--- config.mk ---
export PLATFORM = sky130hd
export DESIGN_NAME = can_acceptance_filter
export DESIGN_NICKNAME = d
export VERILOG_FILES = /design/src/caf_pkg.sv /design/src/can_acceptance_filter.sv
export SDC_FILE = /design/constraint.sdc
export NUM_CORES = 1
export LEC_CHECK = 0
export ABC_AREA = 1
export BUFFER_PORTS_ARGS = -buffer_cell sky130_fd_sc_hd__buf_2
export CAP_MARGIN = 25
export CELL_PAD_IN_SITES_DETAIL_PLACEMENT = 2
export CELL_PAD_IN_SITES_GLOBAL_PLACEMENT = 2
export CORE_MARGIN = 2
export CORE_UTILIZATION = 36
export DETAILED_ROUTE_END_ITERATION = 8
export MAX_ROUTING_LAYER = met4
export PLACE_DENSITY = 0.83
export SYNTH_ARGS = -nofsm -noshare
export SYNTH_HDL_FRONTEND = slang
export SYNTH_SLANG_ARGS = --single-unit
--- constraint.sdc ---
create_clock -name sys_clk -period 3.5 [get_ports sys_clk]
set_input_delay 0.35 -clock sys_clk [delete_from_list [all_inputs] [get_ports sys_clk]]
set_output_delay 0.35 -clock sys_clk [all_outputs]
set_load 0.03 [all_outputs]
--- src/caf_pkg.sv ---
// Package for the acceptance filter: register map, frame carrier and state codes.
package caf_pkg;
    localparam int RegAddrWidth = 4;
    localparam logic [3:0] CodeByte0Offset = 4'h0;
    localparam logic [3:0] CodeByte1Offset = 4'h1;
    localparam logic [3:0] CodeByte2Offset = 4'h2;
    localparam logic [3:0] CodeByte3Offset = 4'h3;
    localparam logic [3:0] MaskByte0Offset = 4'h4;
    localparam logic [3:0] MaskByte1Offset = 4'h5;
    localparam logic [3:0] MaskByte2Offset = 4'h6;
    localparam logic [3:0] MaskByte3Offset = 4'h7;
    localparam logic [3:0] StatusOffset = 4'h8;
    localparam logic [3:0] AcceptCountOffset = 4'h9;
    localparam logic [3:0] RejectCountOffset = 4'ha;
    localparam logic [7:0] CodeResetValue = 8'h00;
    localparam logic [7:0] MaskResetValue = 8'hff;
    localparam logic [31:0] StdIgnoreBits = 32'h000f_0000;
    localparam logic [31:0] ExtIgnoreBits = 32'h0000_0003;

    typedef struct packed {
        logic extended;
        logic [28:0] ident;
        logic remote;
        logic [7:0] data0;
        logic [7:0] data1;
    } caf_frame_type;

    typedef enum logic [0:0] {
        ST_IDLE = 1'b0,
        ST_DONE = 1'b1
    } caf_state_type;
endpackage : caf_pkg

--- src/can_acceptance_filter.sv ---
// Acceptance filter that passes or drops each received frame by code and mask bytes.
//
// Decided for this implementation: the address map and strobed register access.
`timescale 1ns/10ps

module can_acceptance_filter (
    // Clock and reset.
    input wire logic sys_clk,
    input wire logic reset,
    // Register port.
    input wire logic [caf_pkg::RegAddrWidth-1:0] regAddr,
    input wire logic [7:0] regWrData,
    input wire logic regWrite,
    input wire logic regRead,
    output logic [7:0] regRdData_reg,
    // Header of a frame from the protocol controller, valid for one cycle.
    input wire logic headerValid,
    input wire caf_pkg::caf_frame_type headerFrame,
    // Frame end from the controller; accepted frames commit to the host buffer one cycle later.
    input wire logic frameEnd,
    // Decision towards the receive buffer.
    output logic acceptValid_reg,
    output logic accept_reg,
    output logic frameCommit_reg
);
    logic [7:0] codeByte_reg [4];
    logic [7:0] maskByte_reg [4];
    logic [31:0] codeWord;
    logic [31:0] maskWord;
    logic [31:0] frameWord;
    logic [31:0] ignoreWord;
    logic matchNow;
    logic decided_reg;
    logic verdict_reg;
    logic [7:0] acceptCount_reg;
    logic [7:0] rejectCount_reg;
    caf_pkg::caf_state_type state_reg;
    caf_pkg::caf_state_type state_next;

    // Code and mask storage; masks come out of reset open so every frame passes.
    genvar i;
    generate
        for (i = 0; i < 4; i++) begin : g_bytes
            always_ff @(posedge sys_clk) begin
                if (reset) begin
                    codeByte_reg[i] <= caf_pkg::CodeResetValue;
                    maskByte_reg[i] <= caf_pkg::MaskResetValue;
                end else if (regWrite) begin
                    if (regAddr == caf_pkg::CodeByte0Offset + 4'(i)) begin
                        codeByte_reg[i] <= regWrData;
                    end
                    if (regAddr == caf_pkg::MaskByte0Offset + 4'(i)) begin
                        maskByte_reg[i] <= regWrData;
                    end
                end
            end
            assign codeWord[31-8*i -: 8] = codeByte_reg[i];
            assign maskWord[31-8*i -: 8] = maskByte_reg[i];
        end
    endgenerate

    // Frame bits are laid out most significant first against byte 0 bit 7.
    always_comb begin
        if (headerFrame.extended) begin
            frameWord = {headerFrame.ident, headerFrame.remote, 2'h0};
            ignoreWord = caf_pkg::ExtIgnoreBits;
        end else begin
            frameWord = {headerFrame.ident[10:0], headerFrame.remote, 4'h0,
                headerFrame.data0, headerFrame.data1};
            ignoreWord = caf_pkg::StdIgnoreBits;
        end
    end

    // Only bits with a zero mask and not ignored can fail the match.
    assign matchNow = ((frameWord ^ codeWord) & ~maskWord & ~ignoreWord) == 32'h0;

    // The verdict is latched from the header and held until the frame ends, so a late
    // register write cannot flip a frame already judged.
    always_comb begin
        case (state_reg)
            caf_pkg::ST_IDLE: state_next = headerValid ? caf_pkg::ST_DONE : caf_pkg::ST_IDLE;
            caf_pkg::ST_DONE: state_next = frameEnd ? caf_pkg::ST_IDLE : caf_pkg::ST_DONE;
            default: state_next = caf_pkg::ST_IDLE;
        endcase
    end

    always_ff @(posedge sys_clk) begin
        if (reset) begin
            state_reg <= caf_pkg::ST_IDLE;
        end else begin
            state_reg <= state_next;
        end
    end

    always_ff @(posedge sys_clk) begin
        if (reset) begin
            verdict_reg <= 1'b0;
            decided_reg <= 1'b0;
        end else if (state_reg == caf_pkg::ST_IDLE && headerValid) begin
            verdict_reg <= matchNow;
            decided_reg <= 1'b1;
        end else if (state_reg == caf_pkg::ST_DONE && frameEnd) begin
            decided_reg <= 1'b0;
        end
    end

    // Decision pulse one cycle after the header.
    always_ff @(posedge sys_clk) begin
        if (reset) begin
            acceptValid_reg <= 1'b0;
            accept_reg <= 1'b0;
        end else begin
            acceptValid_reg <= state_reg == caf_pkg::ST_IDLE && headerValid;
            if (state_reg == caf_pkg::ST_IDLE && headerValid) begin
                accept_reg <= matchNow;
            end
        end
    end

    // Only accepted frames are committed to the host-visible buffer.
    always_ff @(posedge sys_clk) begin
        if (reset) begin
            frameCommit_reg <= 1'b0;
        end else begin
            frameCommit_reg <= state_reg == caf_pkg::ST_DONE && frameEnd && verdict_reg;
        end
    end

    // Saturating counters show software how the filter is behaving.
    always_ff @(posedge sys_clk) begin
        if (reset) begin
            acceptCount_reg <= 8'h00;
            rejectCount_reg <= 8'h00;
        end else if (state_reg == caf_pkg::ST_IDLE && headerValid) begin
            if (matchNow && acceptCount_reg != 8'hff) begin
                acceptCount_reg <= acceptCount_reg + 8'h01;
            end
            if (!matchNow && rejectCount_reg != 8'hff) begin
                rejectCount_reg <= rejectCount_reg + 8'h01;
            end
        end
    end

    // Read data stand in the cycle after the strobe only; unmapped reads give zero.
    always_ff @(posedge sys_clk) begin
        if (reset) begin
            regRdData_reg <= 8'h00;
        end else if (regRead) begin
            case (regAddr)
                caf_pkg::CodeByte0Offset: regRdData_reg <= codeByte_reg[0];
                caf_pkg::CodeByte1Offset: regRdData_reg <= codeByte_reg[1];
                caf_pkg::CodeByte2Offset: regRdData_reg <= codeByte_reg[2];
                caf_pkg::CodeByte3Offset: regRdData_reg <= codeByte_reg[3];
                caf_pkg::MaskByte0Offset: regRdData_reg <= maskByte_reg[0];
                caf_pkg::MaskByte1Offset: regRdData_reg <= maskByte_reg[1];
                caf_pkg::MaskByte2Offset: regRdData_reg <= maskByte_reg[2];
                caf_pkg::MaskByte3Offset: regRdData_reg <= maskByte_reg[3];
                caf_pkg::StatusOffset: regRdData_reg <= {6'h00, verdict_reg, decided_reg};
                caf_pkg::AcceptCountOffset: regRdData_reg <= acceptCount_reg;
                caf_pkg::RejectCountOffset: regRdData_reg <= rejectCount_reg;
                default: regRdData_reg <= 8'h00;
            endcase
        end else begin
            regRdData_reg <= 8'h00;
        end
    end
endmodule : can_acceptance_filter

==> Yosys cells after proc, flatten, opt, wreduce, memory -nomap -nowiden <==
Memory sizes are Yosys's and may differ from the RTL's.
Index checks and enable logic that the tools add are counted.
{ "classes": {"n_reduce_logical": 12, "n_mux": 50, "n_bitwise": 15, "n_addsub": 2, "n_eq_ne": 12} }
{ "ops": {"columns": ["cell", "n"], "rows": [
  ["$pmux 8 s11", 1],
  ["$and 32x32->32", 2],
  ["$mux 8", 8],
  ["$not 32->32", 2],
  ["$mux 1", 38],
  ["$logic_not 32->1", 1],
  ["$mux 32", 1],
  ["$xor 32x32->32", 1],
  ["$mux 20", 1],
  ["$add 8x1->8 const B", 2],
  ["$eq 4x3->1 const B", 4],
  ["$ne 8x8->1 const B", 2],
  ["$eq 4x4->1 const B", 3],
  ["$eq 4x2->1 const B", 2],
  ["$or 1x1->1", 8],
  ["$logic_and 1x1->1", 5],
  ["$eq 4x1->1 const B", 1],
  ["$logic_not 4->1", 1],
  ["$reduce_and 2->1", 2],
  ["$not 1->1", 2],
  ["$pmux 1 s2", 1],
  ["$reduce_bool 2->1", 1],
  ["$reduce_or 2->1", 1],
  ["$logic_not 1->1", 1]
]} }
{ "word_totals": {"output_inout_bits": 11, "word_cells": 101, "input_bits": 65, "mem_bits_rw": 64, "n_memories": 2, "regBits": 29} }
{ "memory_table": {"columns": ["memory", "words", "word_bits", "read_ports", "rd_ports_with_merged_regs", "write_ports", "line_no", "source"], "rows": [
  ["codeByte_reg", 4, 8, 4, 0, 4, "can_acceptance_filter.sv:26", "logic [7:0] codeByte_reg [4];"],
  ["maskByte_reg", 4, 8, 4, 0, 4, "can_acceptance_filter.sv:27", "logic [7:0] maskByte_reg [4];"]
]} }

==> Longest topological paths before layout <==
Gate-level depths: netlist of run 1.
{ "depth": {"depth_word": 8, "mapped_depth": 16, "depth_no_buf": 14} }

==> Least setup slack after synthesis of run 1 <==
No wires, ideal clock.
{ "synth_path": {"kind": "input port to flip-flop", "startpoint": "in regAddr[3] (netlist name)", "endpoint": "mem codeByte_reg[3][0], enable pin", "required_ps": 3116, "n_path_buf": 0, "t_arrival_ps": 1589, "path_stages": 3, "setup_slack_ps": 1527, "setup_time_ps": 384, "cell_sequence": "nor2_1 > nand2_1 > o21ai_0"} }
{ "synth_lines": {"columns": ["element", "line_no", "source"], "rows": [
  ["from (decl)", "can_acceptance_filter.sv:11", "input wire logic [caf_pkg::RegAddrWidth-1:0] regAddr,"],
  ["to (decl)", "can_acceptance_filter.sv:26", null]
]} }

==> results of run 1 <==
[cells in the mapped netlist, drive strengths merged (2+ instances only)]
library cell | instances | area [µm²]
nand2 | 220 | 835.8
inv | 108 | 405.4
nor2 | 85 | 350.3
nand3 | 72 | 365.3
edfxtp | 64 | 1922
dfxtp | 29 | 580.6
o22ai | 20 | 125.1
a21oi | 17 | 85.08
o21ai | 12 | 60.06
nand4 | 11 | 75.07
nor3 | 10 | 50.05
nand3b | 8 | 60.06
buf | 7 | 70.06
o221ai | 6 | 52.55
clkbuf | 5 | 18.77
xor2 | 4 | 35.03
a221oi | 3 | 26.28
a31oi | 3 | 18.77
a311oi | 2 | 17.52
ha | 2 | 25.02
[critical path, delay by kind of cell]
family | cells | cell delay, ps
simple gates | 4 | 1790
buf+inv | 2 | 380
[power by group]
part / leakage, nW / switching [mW] / total (mW) / internal (mW)
Sequential: 0.863 / 0.0389 / 1.27 / 1.23
Combinational: 1.97 / 0.257 / 0.369 / 0.112
Clock: 0.154 / 0.444 / 1.07 / 0.623
Total: 2.98 / 0.740 / 2.70 / 1.96
[layout make-up]
| cell class | instances | area [µm²] | share of cell area, % |
|---|---|---|---|
| multi-input combinational | 480 | 2220 | 36.10 |
| timing repair buffer | 89 | 480.5 | 7.814 |
| clock buffer | 9 | 225.2 | 3.663 |
| sequential | 93 | 2502 | 40.70 |
| clock inverter | 7 | 90.09 | 1.465 |
| tap | 180 | 225.2 | 3.663 |
| inverter | 108 | 405.4 | 6.593 |
[cell usage in the layout (no fill, tap or decap), types with 3 or more instances in the layout]
cell       count
nor2_1        82
o221ai_1       6
a221oi_1       3
xor2_1         4
inv_1        107
buf_4         14
nand4_1       10
nand3b_1       8
dfxtp_1       29
clkbuf_16      9
a21oi_1       17
edfxtp_1      64
nand2_1      218
nand3_1       71
o21ai_0       12
nor3_1        10
buf_2         75
o22ai_1       20
a31oi_1        3
[logic make-up after synthesis]
family,count (synthesis),synth area share (%)
AO/OA/AOI/OAI,67,7.988
XOR/XNOR,4,0.6716
adder cells (fa/ha/maj),2,0.4797
buffers and inverters,120,9.475
flip-flops,93,47.97
AND/OR/NAND/NOR,407,33.41
[worst paths after layout]
path	startpoint	to	slack [ps]	cells after the start
worst min register to register	accept_reg$_SDFFE_PP0P_	frameCommit_reg$_SDFF_PP0_	490	2
worst max-delay path	regAddr[3]	codeByte_reg[2][5]$_SDFFCE_PN0P_	1160	6
worst min-delay path	headerValid	state_reg$_SDFF_PP0_	250	3
worst max register to register	codeByte_reg[3][2]$_SDFFCE_PN0P_	acceptCount_reg[7]$_SDFFE_PP0P_	1420	12
[metal layers]
layer	GRT usage, %	share of wire (%)	vias up
met2	48.38	48	194
met5	-	0	-
li1	-	-	2448
met3	4.381	6.1	41
met4	10.77	2.6	0
met1	38.18	44	2731
==> flow_summary.json, run 1 <==
{
  "grt_first_pass_wirelength_um": 34270,
  "worstPathRequired_ps": 3690,
  "synth_edf_count": 64,
  "power_mw": 2.705,
  "path_common_cell": "nor2_1",
  "wl_per_cell_um": 22.75,
  "path_cells": "buf_2 -> nor2_1 -> nand2_1 -> inv_1 -> nand3_1 -> nor2_1",
  "rsz0062_at_grt": "no",
  "setup_viol": 0,
  "fin_cells": 966,
  "max-vdd-ir-drop_mv": 0.2364,
  "initial_core_util_pct": 37.15,
  "drc_errors": 0,
  "place_inst": 950,
  "placed_area_um2": 5833,
  "core_um2": 14040,
  "ys_seq_elements": 93,
  "fin_tns_setup_ps": 0,
  "worst_slack_ps": 1159,
  "io_pins": 76,
  "cts-htree-levels": 3,
  "finalCritPeriodShare_pct": 66.90,
  "gr-total-overflow": 0,
  "nets": 848,
  "drive_above_1_share_pct": 14.25,
  "post-route-util_pct": 43.79,
  "leakage_nw": 2.985,
  "power_per_cell_area_nw_per_um2": 439.9,
  "worst_slew_pin_slew_ps": 1010,
  "hold_class": "primary input to flop",
  "final_area_um2": 6148,
  "synthFlopType": "edfxtp_1",
  "grt_usage_pct": 29.86,
  "path_clk_slew_ps": 70,
  "die_w_um": 124.4,
  "asyncSetResetFlopFracSynth_pct": 0,
  "fp-row-count": 43,
  "dp_slack_ps": 917.3,
  "viasPerCell": 5.605,
  "cts_buffers": 9,
  "critical_path_class": "primary input to flop",
  "outcome": "completed",
  "syn_inst": 693,
  "synth-seq-area-share_pct": 47.97,
  "fillerInstances": 1657,
  "cp-start-kind": "primary input",
  "end_kind": "flop",
  "fin_worst_skew_ps": 8.479,
  "finalHoldViolations": 0,
  "slowest_stage": "nor2_1",
  "relSlewSlack_pct": 32.12,
  "grt_max_degree": 30,
  "drtAntennaViolNets": 0,
  "port-buffer-count": 75,
  "vias": 5414,
  "cp_max_fo": 9,
  "clock-root-buffer": "clkbuf_16",
  "drt-total-wl_um": 21970,
  "die_area_um2": 15470,
  "min_period_ps": 2341,
  "clkSinkCount": 93,
  "grt_pass1_vias": 5910,
  "hold_slack_ps": 251.4,
  "diodes": 0,
  "post_cts_resized": 0,
  "firstDrtPassIters": 5,
  "cts_tree": "done",
  "maxCapViolCount": 0,
  "syn_nets": 760,
  "die_h_um": 124.4,
  "slowest_delay_ps": 640,
  "slew_viol_final": 0,
  "drt_iter0_drc": 340,
  "yosysWarnings": 0,
  "clk_path_buf_depth": 2,
  "fmax_ghz": 0.4271,
  "crit_arrival_ps": 2530,
  "hpwl_um": 16590,
  "synth_cell_types": 34,
  "syn_area_um2": 5216,
  "postCtsSetupBuffers": 0,
  "hold_buffers": 0,
  "avgSynthCellArea_um2": 7.527,
  "area_growth_pct": 17.87,
  "routabilityCongestion": 0.9563,
  "antenna_found_initial": 0,
  "insertion_delay_ps": 350
}
(Power assumes the default switching activity.)
==> inputs of run 2 (changes only) <==
ABC_AREA = 0   (was 1)
CORE_UTILIZATION = 37   (was 36)
PLACE_DENSITY = 0.77   (was 0.83)
clock period = 2.25 ns   (was 3.5 ns; I/O delays follow)
==> run 2 against run 1 <==
  * The flow now finishes with violations (setup timing)
  * Utilization up 5.7 points
  * Die area down 0.17%
  * Combinational power up 96%
  * Synthesized area up 2.6%
  * Sequential power up 58%
  * Largest cell class is now multi-input combinational cells
  * Power up 68%
  * Final cell count down 14%
  * Flip-flop and latch count unchanged
  * Critical path type is now flop to flop
  * Non-clock buffer count up 45
  * Sequential share of layout area down 4.6 points
  * Count of clock-buffer cells in the layout unchanged
  * Design area up 13%
==> flow_summary.json, run 2 <==
{
  "path_clk_slew_ps": 70,
  "cts-htree-levels": 3,
  "routabilityCongestion": 0.9010,
  "ys_seq_elements": 93,
  "cts_buffers": 9,
  "outcome": "finished, violations left",
  "critical_path_class": "flop to flop",
  "hold_class": "primary input to flop",
  "finalCritPeriodShare_pct": 108.5,
  "cp-start-kind": "flop",
  "min_to": "frameCommit_reg$_SDFF_PP0_",
  "asyncSetResetFlopFracSynth_pct": 0,
  "clk_path_buf_depth": 2,
  "syn_inst": 520,
  "clock-root-buffer": "clkbuf_16",
  "layout_common_cells": "74 x buf_2, 64 x edfxtp_1, 63 x nor2_1, 54 x buf_4, 49 x mux2i_1",
  "insertion_delay_ps": 360,
  "worst_slack_ps": -191.5,
  "initial_core_util_pct": 38.26,
  "yosys.area.top_type": "edfxtp_1",
  "antenna_found_initial": 0,
  "slew_viol_final": 0,
  "violations": "setup timing",
  "avgSynthCellArea_um2": 10.29,
  "rsz0062_at_grt": "yes",
  "hpwl_um": 16350,
  "syn_nets": 587,
  "syn_area_um2": 5351,
  "r2r_slack_ps": -190,
  "fin_cells": 827,
  "fp-row-count": 43,
  "synth_area_leaders": "edfxtp_1 36%, dfxtp_1 11%, mux2i_1 10%",
  "grt_usage_pct": 28.68,
  "yosysWarnings": 0,
  "relSlewSlack_pct": 41.63,
  "power_mw": 4.539,
  "die_area_um2": 15440,
  "min_from": "frameEnd",
  "hold_slack_ps": 166.2,
  "drc_errors": 0,
  "dr_wl_met3_um": 1156,
  "placed_area_um2": 6295,
  "place_inst": 805,
  "worst_slew_pin_slew_ps": 853.5,
  "synth_edf_count": 64,
  "max-vdd-ir-drop_mv": 0.3819,
  "synth_most_common_cell": "nor2_1",
  "fin_worst_skew_ps": 7.576,
  "synth_cell_types": 54,
  "die_h_um": 124.3,
  "cts_tree": "done",
  "power_per_cell_area_nw_per_um2": 655.1,
  "drt-met1-wl_um": 9165,
  "die_w_um": 124.3,
  "viasPerCell": 5.836,
  "holdPathStages": 3,
  "setup_viol": 12,
  "ys_top_cells_by_count": "67 x nor2_1, 64 x edfxtp_1, 56 x mux2i_1",
  "synth-seq-area-share_pct": 46.76,
  "fillerInstances": 1450,
  "r2r-end": "acceptCount_reg[4]$_SDFFE_PP0P_",
  "post-route-util_pct": 49.53,
  "grt_max_degree": 34,
  "route.met2.wl_um": 10660,
  "leakage_nw": 2.731,
  "hold_buffers": 0,
  "yosysTopAreaCellShare_pct": 35.91,
  "vias": 4826,
  "wl_per_cell_um": 26.11,
  "area_growth_pct": 29.48,
  "fin_tns_setup_ps": -940.3,
  "final_common_cell": "buf_2",
  "highest_layer": "met4",
  "min_period_ps": 2441,
  "synthFlopType": "edfxtp_1",
  "port-buffer-count": 75,
  "drt_iter0_drc": 409,
  "finalHoldViolations": 0,
  "r2r-start": "codeByte_reg[0][5]$_SDFFCE_PN0P_",
  "crit_arrival_ps": 2680,
  "drtAntennaViolNets": 0,
  "io_pins": 76,
  "maxCapViolCount": 0,
  "clkSinkCount": 93,
  "drive_above_1_share_pct": 33.54,
  "core_um2": 13990,
  "fmax_ghz": 0.4096,
  "worstPathRequired_ps": 2490,
  "diodes": 0,
  "grt_first_pass_wirelength_um": 32310,
  "dp_slack_ps": -583.9,
  "firstDrtPassIters": 4,
  "grt_pass1_vias": 5258,
  "drt-total-wl_um": 21600,
  "r2r_cells": 8,
  "final_area_um2": 6929,
  "end_kind": "flop",
  "nets": 709,
  "cp_max_fo": 7,
  "gr-total-overflow": 0
}
-- run 2: cell count changes after synthesis, moves of 11 or more --
cell,before,now
a22oi_1,0,11
and2_1,0,34
clkbuf_1,5,17
inv_1,107,7
mux2i_1,0,56
nand2_1,218,20
nand2b_1,0,13
nand3_1,71,9
nor2_1,82,67
nor2b_1,0,37
o22ai_1,20,7
or2_2,1,25
-- run 2: worst max-delay path by stage --
| stage | slack [ps] | to | startpoint |
|---|---|---|---|
| after floorplan | -60 | acceptCount_reg[2]$_SDFFE_PP0P_ | headerFrame[46] |
| final | -190 | acceptCount_reg[4]$_SDFFE_PP0P_ | codeByte_reg[0][5]$_SDFFCE_PN0P_ |
| after CTS | -180 | acceptCount_reg[4]$_SDFFE_PP0P_ | codeByte_reg[1][5]$_SDFFCE_PN0P_ |
| after detailed placement | -580 | acceptCount_reg[4]$_SDFFE_PP0P_ | headerFrame[46] |
| after global placement | -510 | acceptCount_reg[2]$_SDFFE_PP0P_ | headerFrame[46] |
| after global routing | -270 | acceptCount_reg[4]$_SDFFE_PP0P_ | codeByte_reg[0][5]$_SDFFCE_PN0P_ |
-- run 2: per-layer routing --
layer | track usage (%) | up-vias
li1 | - | 2144
met1 | 36.72 | 2438
met2 | 46.19 | 202
met3 | 4.210 | 42
met4 | 10.91 | 0
met5 | - | -
-- run 2: cells by family (layout without fill, tap and decap cells) --
family	Yosys count	after routing	synth area share [%]
buf+inv	30	157	2.525
compound gates	82	82	11.62
xor+xnor	15	15	2.455
simple gates	230	230	23.17
mux	68	68	13.00
flops	93	93	46.76
fa+ha+maj	2	2	0.4675
-- run 2: what timing repair did --
action,CTS,global route
setup endpoints to repair,15,17
setup buffers,4,3
resized for setup,12,39
pin swaps,6,11
-- run 2: final cells by class --
class	instances	area [µm²]	area share (%)
Multi-Input combinational cell	397	2973	42.90
Sequential cell	93	2502	36.11
Timing Repair Buffer	134	857.1	12.37
Clock buffer	9	225.2	3.250
Tap cell	180	225.2	3.250
Clock inverter	7	120.1	1.733
Inverter	7	26.28	0.3792
-- run 2: worst max-delay path: stages (launching register included) --
cell,delay [ps]
edfxtp_1,460
nor2b_4,160
mux2i_2,240
o2111ai_4,170
nor4_4,390
buf_4,190
nand3_4,140
nor3b_2,240
mux2_1,340
-- run 2: where the power goes --
| part | internal, mW | switching (mW) |
|---|---|---|
| clock | 1.09 | 0.718 |
| combinational | 0.311 | 0.411 |
| sequential | 1.91 | 0.0947 |
==> inputs of run 3 (changes only) <==
GPL_TIMING_DRIVEN = 0   (was unset)
PLACE_DENSITY = unset   (was 0.77)
PLACE_DENSITY_LB_ADDON = 0.1   (was unset)
==> run 3 against run 2 <==
  * The run still ends with setup timing left
  * Sequential share of layout area is 1.2 points higher
  * Final cell count is 1.8% lower
  * Utilization is 1.6 points lower
  * Combinational power is 5.0% lower
  * Fmax is 3.8% higher
  * Sequential power hardly changed
  * Die area stayed put
  * Highest routed layer unchanged
==> flow_summary.json, run 3 (same netlist as run 2, synthesis figures left out) <==
{
  "outcome": "finished, violations left",
  "violations": "setup timing",
  "slew_viol_final": 0,
  "grt_usage_pct": 27.69,
  "nets": 695,
  "slowest_stage": "edfxtp_1",
  "area_growth_pct": 25.27,
  "cpLargestDelayFamily": "simple AND/OR/NAND/NOR gates",
  "max-vdd-ir-drop_mv": 0.4912,
  "drtAntennaViolNets": 0,
  "maxCapViolCount": 0,
  "crit_arrival_ps": 2600,
  "register_area_um2": 2502,
  "finalCritPeriodShare_pct": 104.6,
  "worstPathRequired_ps": 2490,
  "path_buf_inv": 1,
  "clkSinkCount": 93,
  "r2r_slack_ps": -100,
  "fp-row-count": 43,
  "cts-htree-levels": 3,
  "worst_slew_pin_slew_ps": 719.8,
  "antenna_found_initial": 0,
  "firstDrtPassIters": 5,
  "place_inst": 771,
  "clock-root-buffer": "clkbuf_16",
  "fin_cells": 812,
  "drive_above_1_share_pct": 31.17,
  "hpwl_um": 15860,
  "io_pins": 76,
  "cts_tree": "done",
  "rsz0062_at_grt": "yes",
  "hold_buffers": 0,
  "cp-start-kind": "flop",
  "gr-total-overflow": 0,
  "cts_buffers": 9,
  "diodes": 0,
  "leakage_nw": 2.577,
  "grt_max_degree": 15,
  "finalHoldViolations": 0,
  "hold_slack_ps": 176.2,
  "clk_path_buf_depth": 2,
  "drt-total-wl_um": 21280,
  "layout_common_cells": "72 x buf_2, 64 x edfxtp_1, 63 x nor2_1, 47 x mux2i_1, 34 x and2_1",
  "multi_input_area_um2": 2982,
  "relSlewSlack_pct": 51.92,
  "setup_viol": 12,
  "viasPerCell": 5.821,
  "grt_pass1_vias": 4955,
  "die_area_um2": 15440,
  "min_period_ps": 2353,
  "insertion_delay_ps": 360,
  "wl_per_cell_um": 26.20,
  "vias": 4727,
  "final_common_cell": "buf_2",
  "drc_errors": 0,
  "hold_class": "primary input to flop",
  "path_clk_slew_ps": 70,
  "slowest_delay_ps": 440,
  "die_h_um": 124.3,
  "critical_path_class": "flop to flop",
  "initial_core_util_pct": 38.26,
  "fin_worst_skew_ps": 10.32,
  "cp_max_fo": 7,
  "path_cells": "nor2b_4 -> mux2i_2 -> o221ai_2 -> nor4_4 -> buf_4 -> nand3_4 -> nor3b_2 -> mux2_4",
  "core_um2": 13990,
  "die_w_um": 124.3,
  "fmax_ghz": 0.4250,
  "grt_first_pass_wirelength_um": 30890,
  "fillerInstances": 1477,
  "port-buffer-count": 71,
  "routabilityCongestion": 0.9822,
  "drt_iter0_drc": 343,
  "worst_slack_ps": -102.7,
  "end_kind": "flop",
  "power_per_cell_area_nw_per_um2": 632.0
}
==> run 3: per-layer routing <==
metal	track usage [%]	up-vias	share of wire (%)
li1	-	2106	-
met1	36.00	2422	43
met2	44.20	171	49
met3	4.381	28	6.0
met4	9.584	0	2.0
met5	-	-	0
==> run 3: worst reg2reg max path: cells and delay by family, from the launching register on <==
| kind | cells | cell delay, ps |
|---|---|---|
| simple gates | 4 | 890 |
| mux | 2 | 560 |
| flops | 1 | 440 |
| compound gates | 1 | 180 |
| buf+inv | 1 | 180 |
==> run 3: per-stage QoR <==
step	cell area (µm²)	power, mW	setup slack [ps]	util (%)	setup TNS (ps)
finish	6704	4.237	-102.7	47.92	-490.7
global route	6704	4.371	-176.4	47.92	-1400
CTS	6431	4.166	-125.5	45.98	-489.5
detailed placement	5977	2.620	-674.9	42.73	-38200
global placement	5977	2.592	-579.3	42.73	-28830
floorplan	5396	2.344	-57.07	-	-201.2
==> run 3: final timing paths <==
kind,cells after the start,to,from
hold / removal,3,frameCommit_reg$_SDFF_PP0_,frameEnd
hold reg to reg,2,accept_reg$_SDFFE_PP0P_,accept_reg$_SDFFE_PP0P_
setup / recovery,8,acceptCount_reg[4]$_SDFFE_PP0P_,codeByte_reg[3][5]$_SDFFCE_PN0P_
setup reg to reg,8,acceptCount_reg[4]$_SDFFE_PP0P_,codeByte_reg[3][5]$_SDFFCE_PN0P_
==> run 3: repair_timing <==
item,in CTS,in global routing
pin swaps,8,11
endpoints found under the setup margin,50,57
cloned,0,0
resized for setup,20,40
buffers inserted,9,17
==> run 3: area by class of cell <==
cell class | count | share of cell area (%)
multi-input cells | 397 | 44.48
inverters | 7 | 0.3919
clock buffers | 11 | 3.471
well taps | 180 | 3.359
clock inverters | 4 | 0.7465
repair buffers | 97 | 8.268
flip-flops and latches | 93 | 37.33
plain buffers | 23 | 1.960
==> run 3: power breakdown <==
group	switching [mW]	internal, mW
Clock	0.683	0.855
Sequential	0.0994	1.91
Combinational	0.407	0.280
